### src/design/out_stage_pkg.sv
package out_stage_pkg;

  // ----------------------------------------------------------------
  // register map (word index; byte address is index times four)
  // ----------------------------------------------------------------
  localparam logic [7:0] IDX_STATUS_P0    = 8'h03;  // page 0 reg 3
  localparam logic [7:0] IDX_SOFTSTEP_P0  = 8'h3f;  // page 0 reg 63
  localparam logic [7:0] IDX_HP_DRV_P1    = 8'h1f;  // page 1 reg 31
  localparam logic [7:0] IDX_SPK_DRV_P1   = 8'h20;  // page 1 reg 32
  localparam logic [7:0] IDX_SPK_VOL_L_P1 = 8'h26;  // page 1 reg 38
  localparam logic [7:0] IDX_SPK_VOL_R_P1 = 8'h27;  // page 1 reg 39
  localparam logic [7:0] IDX_HP_GAIN_L_P1 = 8'h28;  // page 1 reg 40
  localparam logic [7:0] IDX_HP_GAIN_R_P1 = 8'h29;  // page 1 reg 41
  localparam logic [7:0] IDX_SPK_GAIN_P1  = 8'h2a;  // page 1 reg 42
  localparam logic [7:0] IDX_HP_MODE_P1   = 8'h2c;  // page 1 reg 44
  localparam logic [7:0] IDX_CONTROL      = 8'h80;  // software reset, page 1 window
  localparam int         PAGE1_BASE       = 256;    // page 1 indices start here

  // ----------------------------------------------------------------
  // field positions
  // ----------------------------------------------------------------
  localparam int HP_L_PWR_BIT  = 7;
  localparam int HP_R_PWR_BIT  = 6;
  localparam int HP_CM_LSB     = 3;
  localparam int HP_SHDN_BIT   = 1;
  localparam int HP_SHORT_BIT  = 0;
  localparam int SPK_PWR_BIT   = 7;
  localparam int SPK_SHORT_BIT = 0;
  localparam int OTP_FLAG_BIT  = 1;
  localparam int ROUTE_BIT     = 7;
  localparam int MUTE_BIT      = 2;
  localparam int HP_GAIN_LSB   = 3;
  localparam int SPK_GAIN_LSB  = 3;
  localparam int HP_MODE_LSB   = 1;
  localparam logic [1:0] HP_MODE_LINEOUT = 2'h3;
  localparam logic [6:0] VOL_MUTE_CODE   = 7'h7f;

  // ----------------------------------------------------------------
  // reset values and timing
  // ----------------------------------------------------------------
  localparam logic [7:0] RST_VOL         = 8'h7f;  // routed off, muted
  localparam logic [7:0] RST_ZERO        = 8'h00;
  localparam int         CLK_MHZ         = 200;
  localparam int         SOFTSTEP_US     = 1;      // base step time
  localparam int         STEP_CYCLES     = SOFTSTEP_US * CLK_MHZ;
  localparam int         SOFTSTART_US    = 10;
  localparam int         SOFTSTART_CYC   = SOFTSTART_US * CLK_MHZ;

  typedef struct packed {
    logic       route;
    logic [6:0] level;
    logic       mute;
  } vol_out_t;

  typedef struct packed {
    logic       power;
    logic [3:0] gain;
    logic       mute;
  } drv_out_t;

endpackage

### src/design/vol_softstep.sv
`timescale 1ns/1ps
module vol_softstep
  import out_stage_pkg::*;
(
  input  wire logic       clk_i,
  input  wire logic       rst_i,
  input  wire logic       ce_i,
  input  wire logic [1:0] step_sel_i,
  input  wire logic [7:0] target_i,
  output vol_out_t        vol_o
);

  logic [15:0] tick_q;
  logic [15:0] tick_lim;
  logic [6:0]  level_q;
  logic        tick;

  // step period doubles per select code; code 3 steps one code every cycle
  assign tick_lim = 16'(STEP_CYCLES) << step_sel_i;
  assign tick     = (tick_q >= tick_lim - 16'h0001) || (step_sel_i == 2'h3);

  // ----------------------------------------------------------------
  // step timer
  // ----------------------------------------------------------------
  always_ff @(posedge clk_i) begin
    if (rst_i) begin
      tick_q <= 16'h0000;
    end else if (ce_i) begin
      tick_q <= tick ? 16'h0000 : tick_q + 16'h0001;
    end
  end

  // walk the level one half-decibel code per tick, avoiding zipper noise
  always_ff @(posedge clk_i) begin
    if (rst_i) begin
      level_q <= VOL_MUTE_CODE;
    end else if (ce_i && tick) begin
      if (level_q < target_i[6:0]) begin
        level_q <= level_q + 7'h01;
      end else if (level_q > target_i[6:0]) begin
        level_q <= level_q - 7'h01;
      end
    end
  end

  always_ff @(posedge clk_i) begin
    if (rst_i) begin
      vol_o <= '{route: 1'b0, level: VOL_MUTE_CODE, mute: 1'b1};
    end else if (ce_i) begin
      vol_o.route <= target_i[ROUTE_BIT];
      vol_o.level <= level_q;
      vol_o.mute  <= !target_i[ROUTE_BIT] && (target_i[6:0] == VOL_MUTE_CODE);
    end
  end

  a_level_moves: assert property (@(posedge clk_i) disable iff (rst_i)
    ce_i && tick && level_q != target_i[6:0] |=> level_q != $past(level_q))
    else $error("volume level did not step");
  a_mute_code: assert property (@(posedge clk_i) disable iff (rst_i)
    ce_i && !target_i[7] && target_i[6:0] == 7'h7f |=> vol_o.mute)
    else $error("mute code not honoured");

endmodule // vol_softstep

### src/design/output_stage_power_protect_ctrl.sv
// The address map and the Wishbone slave port were left to the implementer.
`timescale 1ns/1ps
// Summary of operation
// - speaker volume steps by half-decibel codes toward target through soft stepping
// - left and right speaker volume are seven-bit fields in page-one 38 and 39
// - left speaker volume bit 7 routes volume output to mono speaker amplifier
// - page-zero 63 bits 1:0 choose soft-step time
// - page-one 44 bits 2:1 equal 11 selects line-output drive mode
// - page-one 31 bits 4:3 select output common-mode level
// - page-one 31 bits 7 and 6 power left and right headphone drivers
// - page-one 40 and 41 hold headphone gain bits 6:3 and mute bit 2
// - headphone short limits current when bit 1 is zero, else shuts down
// - headphone short on either side sets read-only bit 0 of page-one 31
// - in shutdown mode a short clears the affected headphone power bit
// - shut stage stays off until re-enable or master reset restoring defaults
// - rewriting a headphone power bit restarts only that stage; faults repeat shutdown
// - page-one 32 bit 7 powers speaker; 42 holds gain 4:3 and mute 2
// - speaker overcurrent always shuts down and sets bit 0 of page-one 32
// - rewriting speaker power bit restarts only speaker stage; faults repeat shutdown
// - over-temperature stops speaker switching until cool; flag at page-zero 3 bit 1
// - each of three stages soft-starts independently on power change
// - volume stage muted when route bit is zero and volume code is 127
module output_stage_power_protect_ctrl
  import out_stage_pkg::*;
#(
  parameter int SOFTSTART_CYCLES = SOFTSTART_CYC
) (
  input  wire logic        clk_i,
  input  wire logic        rst_i,
  input  wire logic        ce_i,
  // wishbone classic slave
  input  wire logic        cyc_i,
  input  wire logic        stb_i,
  input  wire logic        we_i,
  input  wire logic [9:0]  adr_i,
  input  wire logic [3:0]  sel_i,
  input  wire logic [31:0] dat_i,
  output logic      [31:0] dat_o,
  output logic             ack_o,
  // analog fault detectors
  input  wire logic        hp_l_short_i,
  input  wire logic        hp_r_short_i,
  input  wire logic        spk_short_i,
  input  wire logic        over_temp_i,
  // analog controls
  output vol_out_t         spk_vol_l_o,
  output vol_out_t         spk_vol_r_o,
  output drv_out_t         left_headphone_driver_o,
  output drv_out_t         right_headphone_driver_o,
  output drv_out_t         speaker_driver_o,
  output logic             hp_current_limit_o,
  output logic             hp_lineout_mode_o,
  output logic [1:0]       hp_common_mode_o,
  output logic             speaker_switch_en_o,
  output logic [2:0]       stage_ramping_o
);

  // ----------------------------------------------------------------
  // register storage
  // ----------------------------------------------------------------
  logic [7:0] softstep_q, hp_drv_q, spk_drv_q, vol_l_q, vol_r_q;
  logic [7:0] hp_gain_l_q, hp_gain_r_q, spk_gain_q, hp_mode_q;
  logic       hp_short_q, spk_short_q, otp_q;
  logic       soft_rst_q;
  logic       page1_q;
  logic       srst;
  logic       wr_stb, rd_stb;
  logic [8:0] idx;
  logic       wr_hp, wr_spk;
  logic       hp_l_trip, hp_r_trip, spk_trip;
  logic [2:0] pwr_now;
  logic [2:0] pwr_prev_q;
  logic [2:0] ramp_busy;
  logic [31:0] rd_d;
  vol_out_t   vol_l_s, vol_r_s;

  assign srst   = rst_i || soft_rst_q;
  // writes land on the edge where the master sees ack, while it still holds the request
  assign wr_stb = cyc_i && stb_i && we_i && ack_o && sel_i[0];
  assign rd_stb = cyc_i && stb_i && !we_i && !ack_o;
  assign idx    = {page1_q && (adr_i[9:2] != IDX_CONTROL), adr_i[9:2]};
  assign wr_hp  = wr_stb && (idx == 9'(PAGE1_BASE) + 9'(IDX_HP_DRV_P1));
  assign wr_spk = wr_stb && (idx == 9'(PAGE1_BASE) + 9'(IDX_SPK_DRV_P1));

  // fault trips: headphone only in shutdown mode, speaker always
  assign hp_l_trip = hp_drv_q[HP_SHDN_BIT] && hp_l_short_i;
  assign hp_r_trip = hp_drv_q[HP_SHDN_BIT] && hp_r_short_i;
  assign spk_trip  = spk_short_i;

  // ----------------------------------------------------------------
  // bus handshake, one registered ack per request, one cycle after the strobe
  // ----------------------------------------------------------------
  always_ff @(posedge clk_i) begin
    if (rst_i) begin
      ack_o <= 1'b0;
    end else if (ce_i) begin
      ack_o <= cyc_i && stb_i && !ack_o;
    end
  end

  // control register: bit 0 software reset pulse, bit 1 page select
  always_ff @(posedge clk_i) begin
    if (rst_i) begin
      soft_rst_q <= 1'b0;
      page1_q    <= 1'b0;
    end else if (ce_i) begin
      soft_rst_q <= wr_stb && (adr_i[9:2] == IDX_CONTROL) && dat_i[0];
      if (wr_stb && adr_i[9:2] == IDX_CONTROL) begin
        page1_q <= dat_i[1];
      end
    end
  end

  // plain configuration registers, all returned to defaults by master reset
  always_ff @(posedge clk_i) begin
    if (srst) begin
      softstep_q  <= RST_ZERO;
      vol_l_q     <= RST_VOL;
      vol_r_q     <= RST_VOL;
      hp_gain_l_q <= RST_ZERO;
      hp_gain_r_q <= RST_ZERO;
      spk_gain_q  <= RST_ZERO;
      hp_mode_q   <= RST_ZERO;
    end else if (ce_i && wr_stb) begin
      case (idx)
        {1'b0, IDX_SOFTSTEP_P0}:  softstep_q  <= dat_i[7:0];
        {1'b1, IDX_SPK_VOL_L_P1}: vol_l_q     <= dat_i[7:0];
        {1'b1, IDX_SPK_VOL_R_P1}: vol_r_q     <= dat_i[7:0];
        {1'b1, IDX_HP_GAIN_L_P1}: hp_gain_l_q <= dat_i[7:0];
        {1'b1, IDX_HP_GAIN_R_P1}: hp_gain_r_q <= dat_i[7:0];
        {1'b1, IDX_SPK_GAIN_P1}:  spk_gain_q  <= dat_i[7:0];
        {1'b1, IDX_HP_MODE_P1}:   hp_mode_q   <= dat_i[7:0];
        default: ;
      endcase
    end
  end

  // headphone power/config; a trip beats a same-cycle write of the power bit
  always_ff @(posedge clk_i) begin
    if (srst) begin
      hp_drv_q <= RST_ZERO;
    end else if (ce_i) begin
      if (wr_hp) begin
        hp_drv_q[7:1] <= dat_i[7:1];
      end
      if (hp_l_trip) begin
        hp_drv_q[HP_L_PWR_BIT] <= 1'b0;
      end
      if (hp_r_trip) begin
        hp_drv_q[HP_R_PWR_BIT] <= 1'b0;
      end
    end
  end

  // speaker power, cleared by any overcurrent
  always_ff @(posedge clk_i) begin
    if (srst) begin
      spk_drv_q <= RST_ZERO;
    end else if (ce_i) begin
      if (wr_spk) begin
        spk_drv_q[7:1] <= dat_i[7:1];
      end
      if (spk_trip) begin
        spk_drv_q[SPK_PWR_BIT] <= 1'b0;
      end
    end
  end

  // status flags follow the live fault condition
  always_ff @(posedge clk_i) begin
    if (srst) begin
      hp_short_q  <= 1'b0;
      spk_short_q <= 1'b0;
      otp_q       <= 1'b0;
    end else if (ce_i) begin
      hp_short_q  <= hp_l_short_i || hp_r_short_i;
      spk_short_q <= spk_short_i;
      otp_q       <= over_temp_i;
    end
  end

  // ----------------------------------------------------------------
  // soft-start ramp per output stage
  // ----------------------------------------------------------------
  assign pwr_now = {spk_drv_q[SPK_PWR_BIT], hp_drv_q[HP_R_PWR_BIT], hp_drv_q[HP_L_PWR_BIT]};

  always_ff @(posedge clk_i) begin
    if (srst) begin
      pwr_prev_q <= 3'h0;
    end else if (ce_i) begin
      pwr_prev_q <= pwr_now;
    end
  end

  generate
    for (genvar g = 0; g < 3; g++) begin : g_ramp
      logic [15:0] ramp_q;
      // any power edge restarts this stage's ramp only
      always_ff @(posedge clk_i) begin
        if (srst) begin
          ramp_q <= 16'h0000;
        end else if (ce_i) begin
          if (pwr_now[g] != pwr_prev_q[g]) begin
            ramp_q <= 16'(SOFTSTART_CYCLES);
          end else if (ramp_q != 16'h0000) begin
            ramp_q <= ramp_q - 16'h0001;
          end
        end
      end
      assign ramp_busy[g] = (ramp_q > 16'h0001) || (pwr_now[g] != pwr_prev_q[g]);
    end
  endgenerate

  // one process owns the busy flags, so each output bit has a single driver
  always_ff @(posedge clk_i) begin
    if (srst) begin
      stage_ramping_o <= 3'h0;
    end else if (ce_i) begin
      stage_ramping_o <= ramp_busy;
    end
  end

  // ----------------------------------------------------------------
  // speaker volume soft stepping
  // ----------------------------------------------------------------
  vol_softstep u_vol_l (
    .clk_i      (clk_i),
    .rst_i      (srst),
    .ce_i       (ce_i),
    .step_sel_i (softstep_q[1:0]),
    .target_i   (vol_l_q),
    .vol_o      (vol_l_s)
  );

  vol_softstep u_vol_r (
    .clk_i      (clk_i),
    .rst_i      (srst),
    .ce_i       (ce_i),
    .step_sel_i (softstep_q[1:0]),
    .target_i   (vol_r_q),
    .vol_o      (vol_r_s)
  );

  // ----------------------------------------------------------------
  // registered analog controls
  // ----------------------------------------------------------------
  always_ff @(posedge clk_i) begin
    if (srst) begin
      spk_vol_l_o              <= '{route: 1'b0, level: VOL_MUTE_CODE, mute: 1'b1};
      spk_vol_r_o              <= '{route: 1'b0, level: VOL_MUTE_CODE, mute: 1'b1};
      left_headphone_driver_o  <= '0;
      right_headphone_driver_o <= '0;
      speaker_driver_o         <= '0;
      hp_current_limit_o       <= 1'b1;
      hp_lineout_mode_o        <= 1'b0;
      hp_common_mode_o         <= 2'h0;
      speaker_switch_en_o      <= 1'b0;
    end else if (ce_i) begin
      spk_vol_l_o <= vol_l_s;
      spk_vol_r_o <= vol_r_s;
      left_headphone_driver_o  <= '{power: pwr_now[0], gain: hp_gain_l_q[6:3], mute: hp_gain_l_q[MUTE_BIT]};
      right_headphone_driver_o <= '{power: pwr_now[1], gain: hp_gain_r_q[6:3], mute: hp_gain_r_q[MUTE_BIT]};
      speaker_driver_o <= '{power: pwr_now[2], gain: {2'h0, spk_gain_q[4:3]}, mute: spk_gain_q[MUTE_BIT]};
      hp_current_limit_o  <= !hp_drv_q[HP_SHDN_BIT];
      hp_lineout_mode_o   <= (hp_mode_q[2:1] == HP_MODE_LINEOUT);
      hp_common_mode_o    <= hp_drv_q[4:3];
      speaker_switch_en_o <= pwr_now[2] && !over_temp_i;
    end
  end

  // ----------------------------------------------------------------
  // read mux; unmapped reads return zero
  // ----------------------------------------------------------------
  always_comb begin
    rd_d = 32'h0000_0000;
    case (idx)
      {1'b0, IDX_STATUS_P0}:    rd_d[OTP_FLAG_BIT] = otp_q;
      {1'b0, IDX_SOFTSTEP_P0}:  rd_d[7:0] = softstep_q;
      {1'b1, IDX_HP_DRV_P1}:    rd_d[7:0] = {hp_drv_q[7:1], hp_short_q};
      {1'b1, IDX_SPK_DRV_P1}:   rd_d[7:0] = {spk_drv_q[7:1], spk_short_q};
      {1'b1, IDX_SPK_VOL_L_P1}: rd_d[7:0] = vol_l_q;
      {1'b1, IDX_SPK_VOL_R_P1}: rd_d[7:0] = vol_r_q;
      {1'b1, IDX_HP_GAIN_L_P1}: rd_d[7:0] = hp_gain_l_q;
      {1'b1, IDX_HP_GAIN_R_P1}: rd_d[7:0] = hp_gain_r_q;
      {1'b1, IDX_SPK_GAIN_P1}:  rd_d[7:0] = spk_gain_q;
      {1'b1, IDX_HP_MODE_P1}:   rd_d[7:0] = hp_mode_q;
      default:                  rd_d[1]   = page1_q && (adr_i[9:2] == IDX_CONTROL);
    endcase
  end

  always_ff @(posedge clk_i) begin
    if (rst_i) begin
      dat_o <= 32'h0000_0000;
    end else if (ce_i && rd_stb) begin
      dat_o <= rd_d;
    end
  end

  // ----------------------------------------------------------------
  // checks
  // ----------------------------------------------------------------
  a_hp_trip_off: assert property (@(posedge clk_i) disable iff (srst)
    ce_i && hp_drv_q[1] && hp_l_short_i |=> !hp_drv_q[7])
    else $error("left headphone not shut down");
  a_hp_limit_on: assert property (@(posedge clk_i) disable iff (srst)
    ce_i && !hp_drv_q[1] && hp_drv_q[7] && !wr_hp |=> hp_drv_q[7])
    else $error("current limit mode dropped power");
  a_spk_trip_off: assert property (@(posedge clk_i) disable iff (srst)
    ce_i && spk_short_i |=> !spk_drv_q[7] && spk_short_q)
    else $error("speaker not shut down on overcurrent");
  a_hp_flag_set: assert property (@(posedge clk_i) disable iff (srst)
    ce_i && hp_r_short_i |=> hp_short_q)
    else $error("headphone short flag missing");
  a_otp_stop: assert property (@(posedge clk_i) disable iff (srst)
    ce_i && over_temp_i |=> !speaker_switch_en_o && otp_q)
    else $error("speaker switching during overtemp");
  a_spk_restart: assert property (@(posedge clk_i) disable iff (srst)
    ce_i && wr_spk && dat_i[7] && !spk_short_i |=> spk_drv_q[7] && hp_drv_q == $past(hp_drv_q))
    else $error("speaker re-enable failed or disturbed headphones");
  a_hp_restart: assert property (@(posedge clk_i) disable iff (srst)
    ce_i && wr_hp && dat_i[6] && !hp_r_short_i |=> hp_drv_q[6] && vol_l_q == $past(vol_l_q))
    else $error("headphone re-enable failed");
  a_shut_stays: assert property (@(posedge clk_i) disable iff (srst)
    ce_i && !spk_drv_q[7] && !wr_spk |=> !spk_drv_q[7])
    else $error("speaker came back without re-enable");
  a_softstart_run: assert property (@(posedge clk_i) disable iff (srst)
    ce_i && pwr_now[2] != pwr_prev_q[2] |=> stage_ramping_o[2])
    else $error("speaker soft start not flagged");
  a_lineout_sel: assert property (@(posedge clk_i) disable iff (srst)
    ce_i && hp_mode_q[2:1] == 2'h3 |=> hp_lineout_mode_o)
    else $error("line-output mode not applied");

  c_hp_trip:  cover property (@(posedge clk_i) hp_drv_q[7] ##1 !hp_drv_q[7]);
  c_spk_trip: cover property (@(posedge clk_i) spk_trip && spk_drv_q[7]);
  c_otp:      cover property (@(posedge clk_i) over_temp_i && spk_drv_q[7]);
  c_softrst:  cover property (@(posedge clk_i) soft_rst_q);

endmodule // output_stage_power_protect_ctrl

### config.mk
export PLATFORM = sky130hd
export DESIGN_NAME = output_stage_power_protect_ctrl
export DESIGN_NICKNAME = d
export VERILOG_FILES = /design/src/design/out_stage_pkg.sv /design/src/design/vol_softstep.sv /design/src/design/output_stage_power_protect_ctrl.sv
export SDC_FILE = /design/constraint.sdc
export NUM_CORES = 1
export LEC_CHECK = 0
export BUFFER_PORTS_ARGS = -buffer_cell sky130_fd_sc_hd__buf_4
export CAP_MARGIN = 15
export CORE_MARGIN = 5
export CORE_UTILIZATION = 53
export CTS_CLUSTER_SIZE = 28
export DETAILED_ROUTE_END_ITERATION = 16
export GPL_TIMING_DRIVEN = 0
export PLACE_DENSITY = 0.73
export SETUP_SLACK_MARGIN = 0.3
export SYNTH_ARGS = -nofsm -noshare
export SYNTH_HDL_FRONTEND = slang
export SYNTH_HIERARCHICAL = 1
export SYNTH_SLANG_ARGS = --single-unit
### constraint.sdc
create_clock -name clk_i -period 3.08 [get_ports clk_i]
set_input_delay 0.616 -clock clk_i [delete_from_list [all_inputs] [get_ports clk_i]]
set_output_delay 0.616 -clock clk_i [all_outputs]
set_load 0.01 [all_outputs]
# After elaboration in Yosys (flattened, before gate mapping)
# Cells that the tools add are included.
# word_totals
ff_bits	241
latchBits	0
mem_bits_rw	0
mem_bits_ro	0
in_bits	56
wordCells	176
n_memories	0
# classes
add_sub_neg	10
mul	0
n_div	0
order_cmp	9
eq_ne	19
shift	1
n_mux	20
n_bitwise	0
reduce_logical	64
# ops
cell	count
2-to-1 mux 16 bit	8
== test 9 bit (second input constant)	8
subtractor 16 x 1 -> 16 bit (second input constant)	4
one-hot mux 6 bit (9 select lines)	1
greater-than comparator 16 x 1 -> 1 bit (second input constant)	3
nonzero test 16 bit	3
2-to-1 mux 7 bit	6
AND reduction 2 bit	18
adder 16 x 1 -> 16 bit (second input constant)	2
>= comparator 16 bit	2
logical AND 1 bit	22
nonzero test 2 bit	8
left shift 8 x 2 -> 16 bit (first input constant)	1
adder 7 x 1 -> 7 bit (second input constant)	2
== test 7 bit (second input constant)	2
greater-than comparator 7 bit	2
less-than comparator 7 bit	2
subtractor 7 x 1 -> 7 bit (second input constant)	2
one-hot mux 1 bit (10 select lines)	1
== test 9 x 2 -> 1 bit (second input constant)	1
== test 9 x 6 -> 1 bit (second input constant)	1
one-hot mux 1 bit (9 select lines)	1
== test 8 bit (second input constant)	1
inequality test 8 bit (second input constant)	1
5 further kinds	21

# Longest topological paths before layout
# logic_depth
depth_word	7
depth_mapped	13
ltp_nobuf	13

# Hierarchy
# Netlist, hierarchy kept.
# by_module_without_submodules
module	n_inst	cells_each	area_each_um2	seq_area_each_um2
output_stage_power_protect_ctrl	1	901	8012.7	3483.3
vol_softstep at u_vol_r	1	226	2045.7	640.6
vol_softstep at u_vol_l	1	214	1981.9	640.6

# Worst setup path before layout
# Ideal clock, no wire load.
# synth_path
kind	register to register
startpoint	register vol_l_q[1]
endpoint	register u_vol_l.level_q[6]
t_arrival_ps	2750
slack_ps	259
stages_incl_launch_ff	14
n_path_buf	0
synth_period_minus_slack_ps	2821
cell_sequence	dfxtp_1 > inv_1 > ha_1 > nor2b_1 > o21ai_0 > a21boi_0 > or2_2 > fa_1 > a211oi_1 > o21bai_1 > a21oi_1 > o21ai_0 > a21boi_4 > mux2i_1
# synth_between
elab_chain_len	3
# synth_rtl
item	line_no	text
start, declared	output_stage_power_protect_ctrl.sv:61	logic [7:0] softstep_q, hp_drv_q, spk_drv_q, vol_l_q, vol_r_q;
start signal, assigned	output_stage_power_protect_ctrl.sv:127	{1'b1, IDX_SPK_VOL_L_P1}: vol_l_q <= dat_i[7:0];
greater-than comparator 7 bit or less-than comparator 7 bit (tied branches)	vol_softstep.sv:40, vol_softstep.sv:38	
nonzero test 2 bit (no line)	--	
AND reduction 2 bit (no line)	--	
end signal, assigned	vol_softstep.sv:39	level_q <= level_q + 7'h01;
end signal, assigned	vol_softstep.sv:41	level_q <= level_q - 7'h01;
end, declared	vol_softstep.sv:15	logic [6:0] level_q;
# Parallel ways exist; a longest one is shown, timed or not.
# A chain may end at the register's enable or synchronous reset.

# Final worst setup path
# layout_path
startpoint	register vol_r_q[3]
endpoint	register u_vol_r.level_q[6]
# layout_between
elab_chain_len	3
# layout_rtl
item	line_no	text
start, declared	output_stage_power_protect_ctrl.sv:61	
start signal, assigned	output_stage_power_protect_ctrl.sv:128	{1'b1, IDX_SPK_VOL_R_P1}: vol_r_q <= dat_i[7:0];
greater-than comparator 7 bit or less-than comparator 7 bit (tied branches)	vol_softstep.sv:40, vol_softstep.sv:38	
nonzero test 2 bit (no line)	--	
AND reduction 2 bit (no line)	--	
end signal, assigned	vol_softstep.sv:39	
end signal, assigned	vol_softstep.sv:41	
end, declared	vol_softstep.sv:15	
# Parallel ways exist; a longest one is shown, timed or not.

==> out/metrics.cfg <==
[route]
post_drt_via_cell_ratio = 5.70
wl_per_cell_microns = 17.6
finalWirelength_microns = 31300
antenna_left = 0
drcViolationCount = 0
vias = 10175
drtIter0Drc = 742
drtPass1Iterations = 5

[placement]
place_inst = 1721
dp.final_hpwl_microns = 21800
gp_congestion = 0.956
port_buffers = 68

[logic_synthesis]
post_synth.cell_area_avg_sq_um = 8.98
post-synth-top-area-fraction = 0.396
ys_ff_latch = 238
post_synth_instance_area_sq_mm = 0.0120
synth.yosys.warnings = 6
synthTopCellsByCount = dfxtp_1 (238), nor2_1 (159), nand2_1 (107)
synth-edff-count = 0
netlist_top_cells_area = dfxtp_1 (40%), mux2i_1 (8.6%), ha_1 (6.4%)
synth_top_family_by_area = simple AND/OR/NAND/NOR gates
synth-xor-area-share = 0.0516
netlist_instances = 1341
postSynth.topFlopCell = dfxtp_1
post-synth-top-area-cell = dfxtp_1
mux_contribution_to_synthesized_area = 0.0940
most_instantiated_library_cell_after_synthesis = dfxtp_1
post_synth_num_cell_types = 85
synth-compound-area-share = 0.134
synth_async_sr_flop_share = 0
seq_area_frac_synth = 0.396
synthSimpleGateAreaFrac = 0.202
arithmetic_cell_share_of_the_synthesized_area_counting_full_adders_half_adders_and_majority_gates = 0.0678

[pwr]
power.density_cell_area_mw_per_mm2 = 569
leakage_nw = 6.07
vdd_ir_drop_max_mv = 0.402

[die]
chipWidth_microns = 161
die_area_sq_mm = 0.0258
floorplan.die.height_microns = 161
initial_core_util = 0.535
core_sq_mm = 0.0225
placement_rows = 55
num_io_pins = 133

[global_route]
grt.overflow.total = 0
groute.usage.overall = 0.229
grt_max_degree = 19
antenna_found_initial = 3
number_of_global_route_vias_before_repair = 9487
grt_pass1_wl_microns = 49500

[sta]
tightestPinTransition_ns = 1.05
layout_worst_path_cycle_share = 0.878
clock.fmax_ghz = 0.370
maxSlewViolCount = 0
clock_skew_ns = 0.0130
final-setup-viol-count = 0
period_needed_ns = 2.70
report.final.hold_viol_count = 0
timing.slew.headroom = 0.303
timing.setup.tns_ns = 0
grt_setup_unrepaired = true

[outcome]
run_status = completed

[setup_path]
cp.required_ns = 3.52
critical_path.reg2reg.startpoint = vol_r_q[3]
worst_r2r_endpoint = u_vol_r/level_q[6]
cp-end-kind = register
critical_path_class = reg2reg
critical_path_arrival_ns = 3.15
r2r.worst_path.cells = 12
timing.critical_path.from_type = register
timing.critical_path.fanout_max = 6
register_to_register_setup_slack_ns = 0.38

[clocking]
clock_tree.buffer_depth = 3
number_of_buffers_created_by_cts = 26
clk_latency_ns = 0.53
cts_hold_buffers = 0
cts_tree = yes
htreeDepth = 1
clk_pin_slew_ns = 0.06
cts_root_buf = clkbuf_16
cts_sinks = 238

[final_layout]
final_cell_count_no_fill = 1784
area.growth.synth_to_final_pct = 19.2
finish.net_count = 1601
layout-drive-gt1-share = 0.181

[job]
drv.max_cap_violation_count = 0

[hold_path]
hp-class = in2reg
hold-path-cell-count = 2
worstHoldEndpoint = hp_drv_q[6]
worst_hold_startpoint = hp_r_short_i

-- stage by stage --
step                      setup WS (ns)  utilization  power (W)  instance area, sq um  hold slack, ns
after floorplan                   0.327            -    0.00469                 12100           0.436
final                             0.377        0.638    0.00816                 14300           0.316
after global routing              0.259        0.637    0.00854                 14300           0.301
after global placement          -0.0925        0.578    0.00502                 13000           0.442
after detailed placement         -0.163        0.579    0.00505                 13000           0.452
after CTS                         0.278        0.622    0.00819                 14000           0.300
-- placed cells by master, fill, tap and decap left out, types with 11 or more instances in the layout --
| cell | Yosys | layout |
|---|---|---|
| a211o_1 | 23 | 23 |
| nor4_1 | 13 | 13 |
| a21oi_1 | 63 | 56 |
| ha_1 | 62 | 49 |
| conb_1 | 3 | 30 |
| or4_1 | 11 | 11 |
| nand4_1 | 18 | 18 |
| or3_1 | 14 | 13 |
| clkbuf_1 | 48 | 53 |
| nand2b_1 | 12 | 11 |
| and3_1 | 12 | 12 |
| nor2_1 | 159 | 158 |
| xor2_1 | 29 | 29 |
| mux2i_1 | 103 | 103 |
| xnor2_1 | 42 | 42 |
| dfxtp_2 | 0 | 18 |
| nor2b_1 | 30 | 28 |
| buf_4 | 27 | 111 |
| inv_1 | 45 | 43 |
| nand3_1 | 35 | 34 |
| a211oi_1 | 13 | 11 |
| a22o_1 | 11 | 11 |
| nand2_1 | 107 | 105 |
| dfxtp_1 | 238 | 216 |
| nor3_1 | 25 | 24 |
| clkbuf_16 | 0 | 27 |
| ha_4 | 0 | 13 |
| a22oi_1 | 11 | 11 |
| o21ai_0 | 45 | 40 |
-- per-layer routing --
| layer | wire (microns) | vias to the layer above | global-route usage |
|---|---|---|---|
| li1 | - | 4957 | - |
| met1 | 14200 | 4860 | 0.318 |
| met2 | 14600 | 305 | 0.374 |
| met3 | 1860 | 49 | 0.0357 |
| met4 | 709 | 4 | 0.0589 |
| met5 | 28 | - | 0 |
-- flip-flops by register name, indices dropped and copies added (netlist names), 9 cells and up --
signal and count:
u_vol_r/tick_q 16, spk_vol_r_o 9, u_vol_l/vol_o 9, g_ramp.ramp_q 48, u_vol_r/vol_o 9, u_vol_l/tick_q 16
spk_vol_l_o 9
-- timing repair --
item | 4_1_cts | 5_1_grt
setup endpoints to repair | 10 | 57
gates resized for setup | 26 | 57
pin swaps | 7 | 33
gates cloned | 0 | 0
setup buffers | 1 | 15
-- area by class of cell --
| class | instances | area [sq um] |
|---|---|---|
| Fill cell | 1853 | 8160 |
| Multi-Input combinational cell | 996 | 7040 |
| Sequential cell | 238 | 4800 |
| Clock buffer | 39 | 781 |
| Timing Repair Buffer | 85 | 636 |
| Buffer | 88 | 477 |
| Tap cell | 285 | 357 |
| Inverter | 46 | 173 |
| Clock inverter | 6 | 80.1 |
| Antenna cell | 1 | 2.50 |
-- how the worst max path moves through the flow --
stage	start	slack [ns]	cells past startpoint	endpoint
finish	vol_r_q[3]	0.38	12	u_vol_r/level_q[6]
CTS	vol_l_q[1]	0.28	13	u_vol_l/level_q[6]
detailed placement	ce_i	-0.16	7	hp_gain_r_q[5]
global placement	ce_i	-0.09	7	hp_gain_r_q[5]
floorplan	vol_l_q[1]	0.33	13	u_vol_l/level_q[6]
global route	vol_r_q[4]	0.26	12	u_vol_r/level_q[6]
-- worst max-delay path, stage by stage (launching register included) --
cell and delay (ns):
dfxtp_4 0.36, inv_1 0.05, ha_1 0.27, and4_1 0.21, a21boi_2 0.17, nand2b_4 0.22, fa_2 0.39, a211oi_2 0.22
o21bai_1 0.09, a21oi_1 0.18, o21ai_1 0.11, a21boi_2 0.14, mux2i_1 0.21
-- kinds of logic (layout without fill, tap and decap cells) --
logic type / after synthesis / count (layout)
xor+xnor: 71 / 71
buf+inv: 134 / 264
other cells: 3 / 31
flops: 238 / 238
fa+ha+maj: 64 / 64
mux: 112 / 112
simple gates: 486 / 486
compound gates: 233 / 233
-- power breakdown --
| part | switching, W | internal (W) | leakage, nW |
|---|---|---|---|
| Clock | 0.00124 | 0.00190 | 0.427 |
| Sequential | 0.000150 | 0.00324 | 1.92 |
| Combinational | 0.000938 | 0.000686 | 3.73 |
| Total | 0.00233 | 0.00583 | 6.07 |
Note: power is estimated with default switching activity, not from simulation.
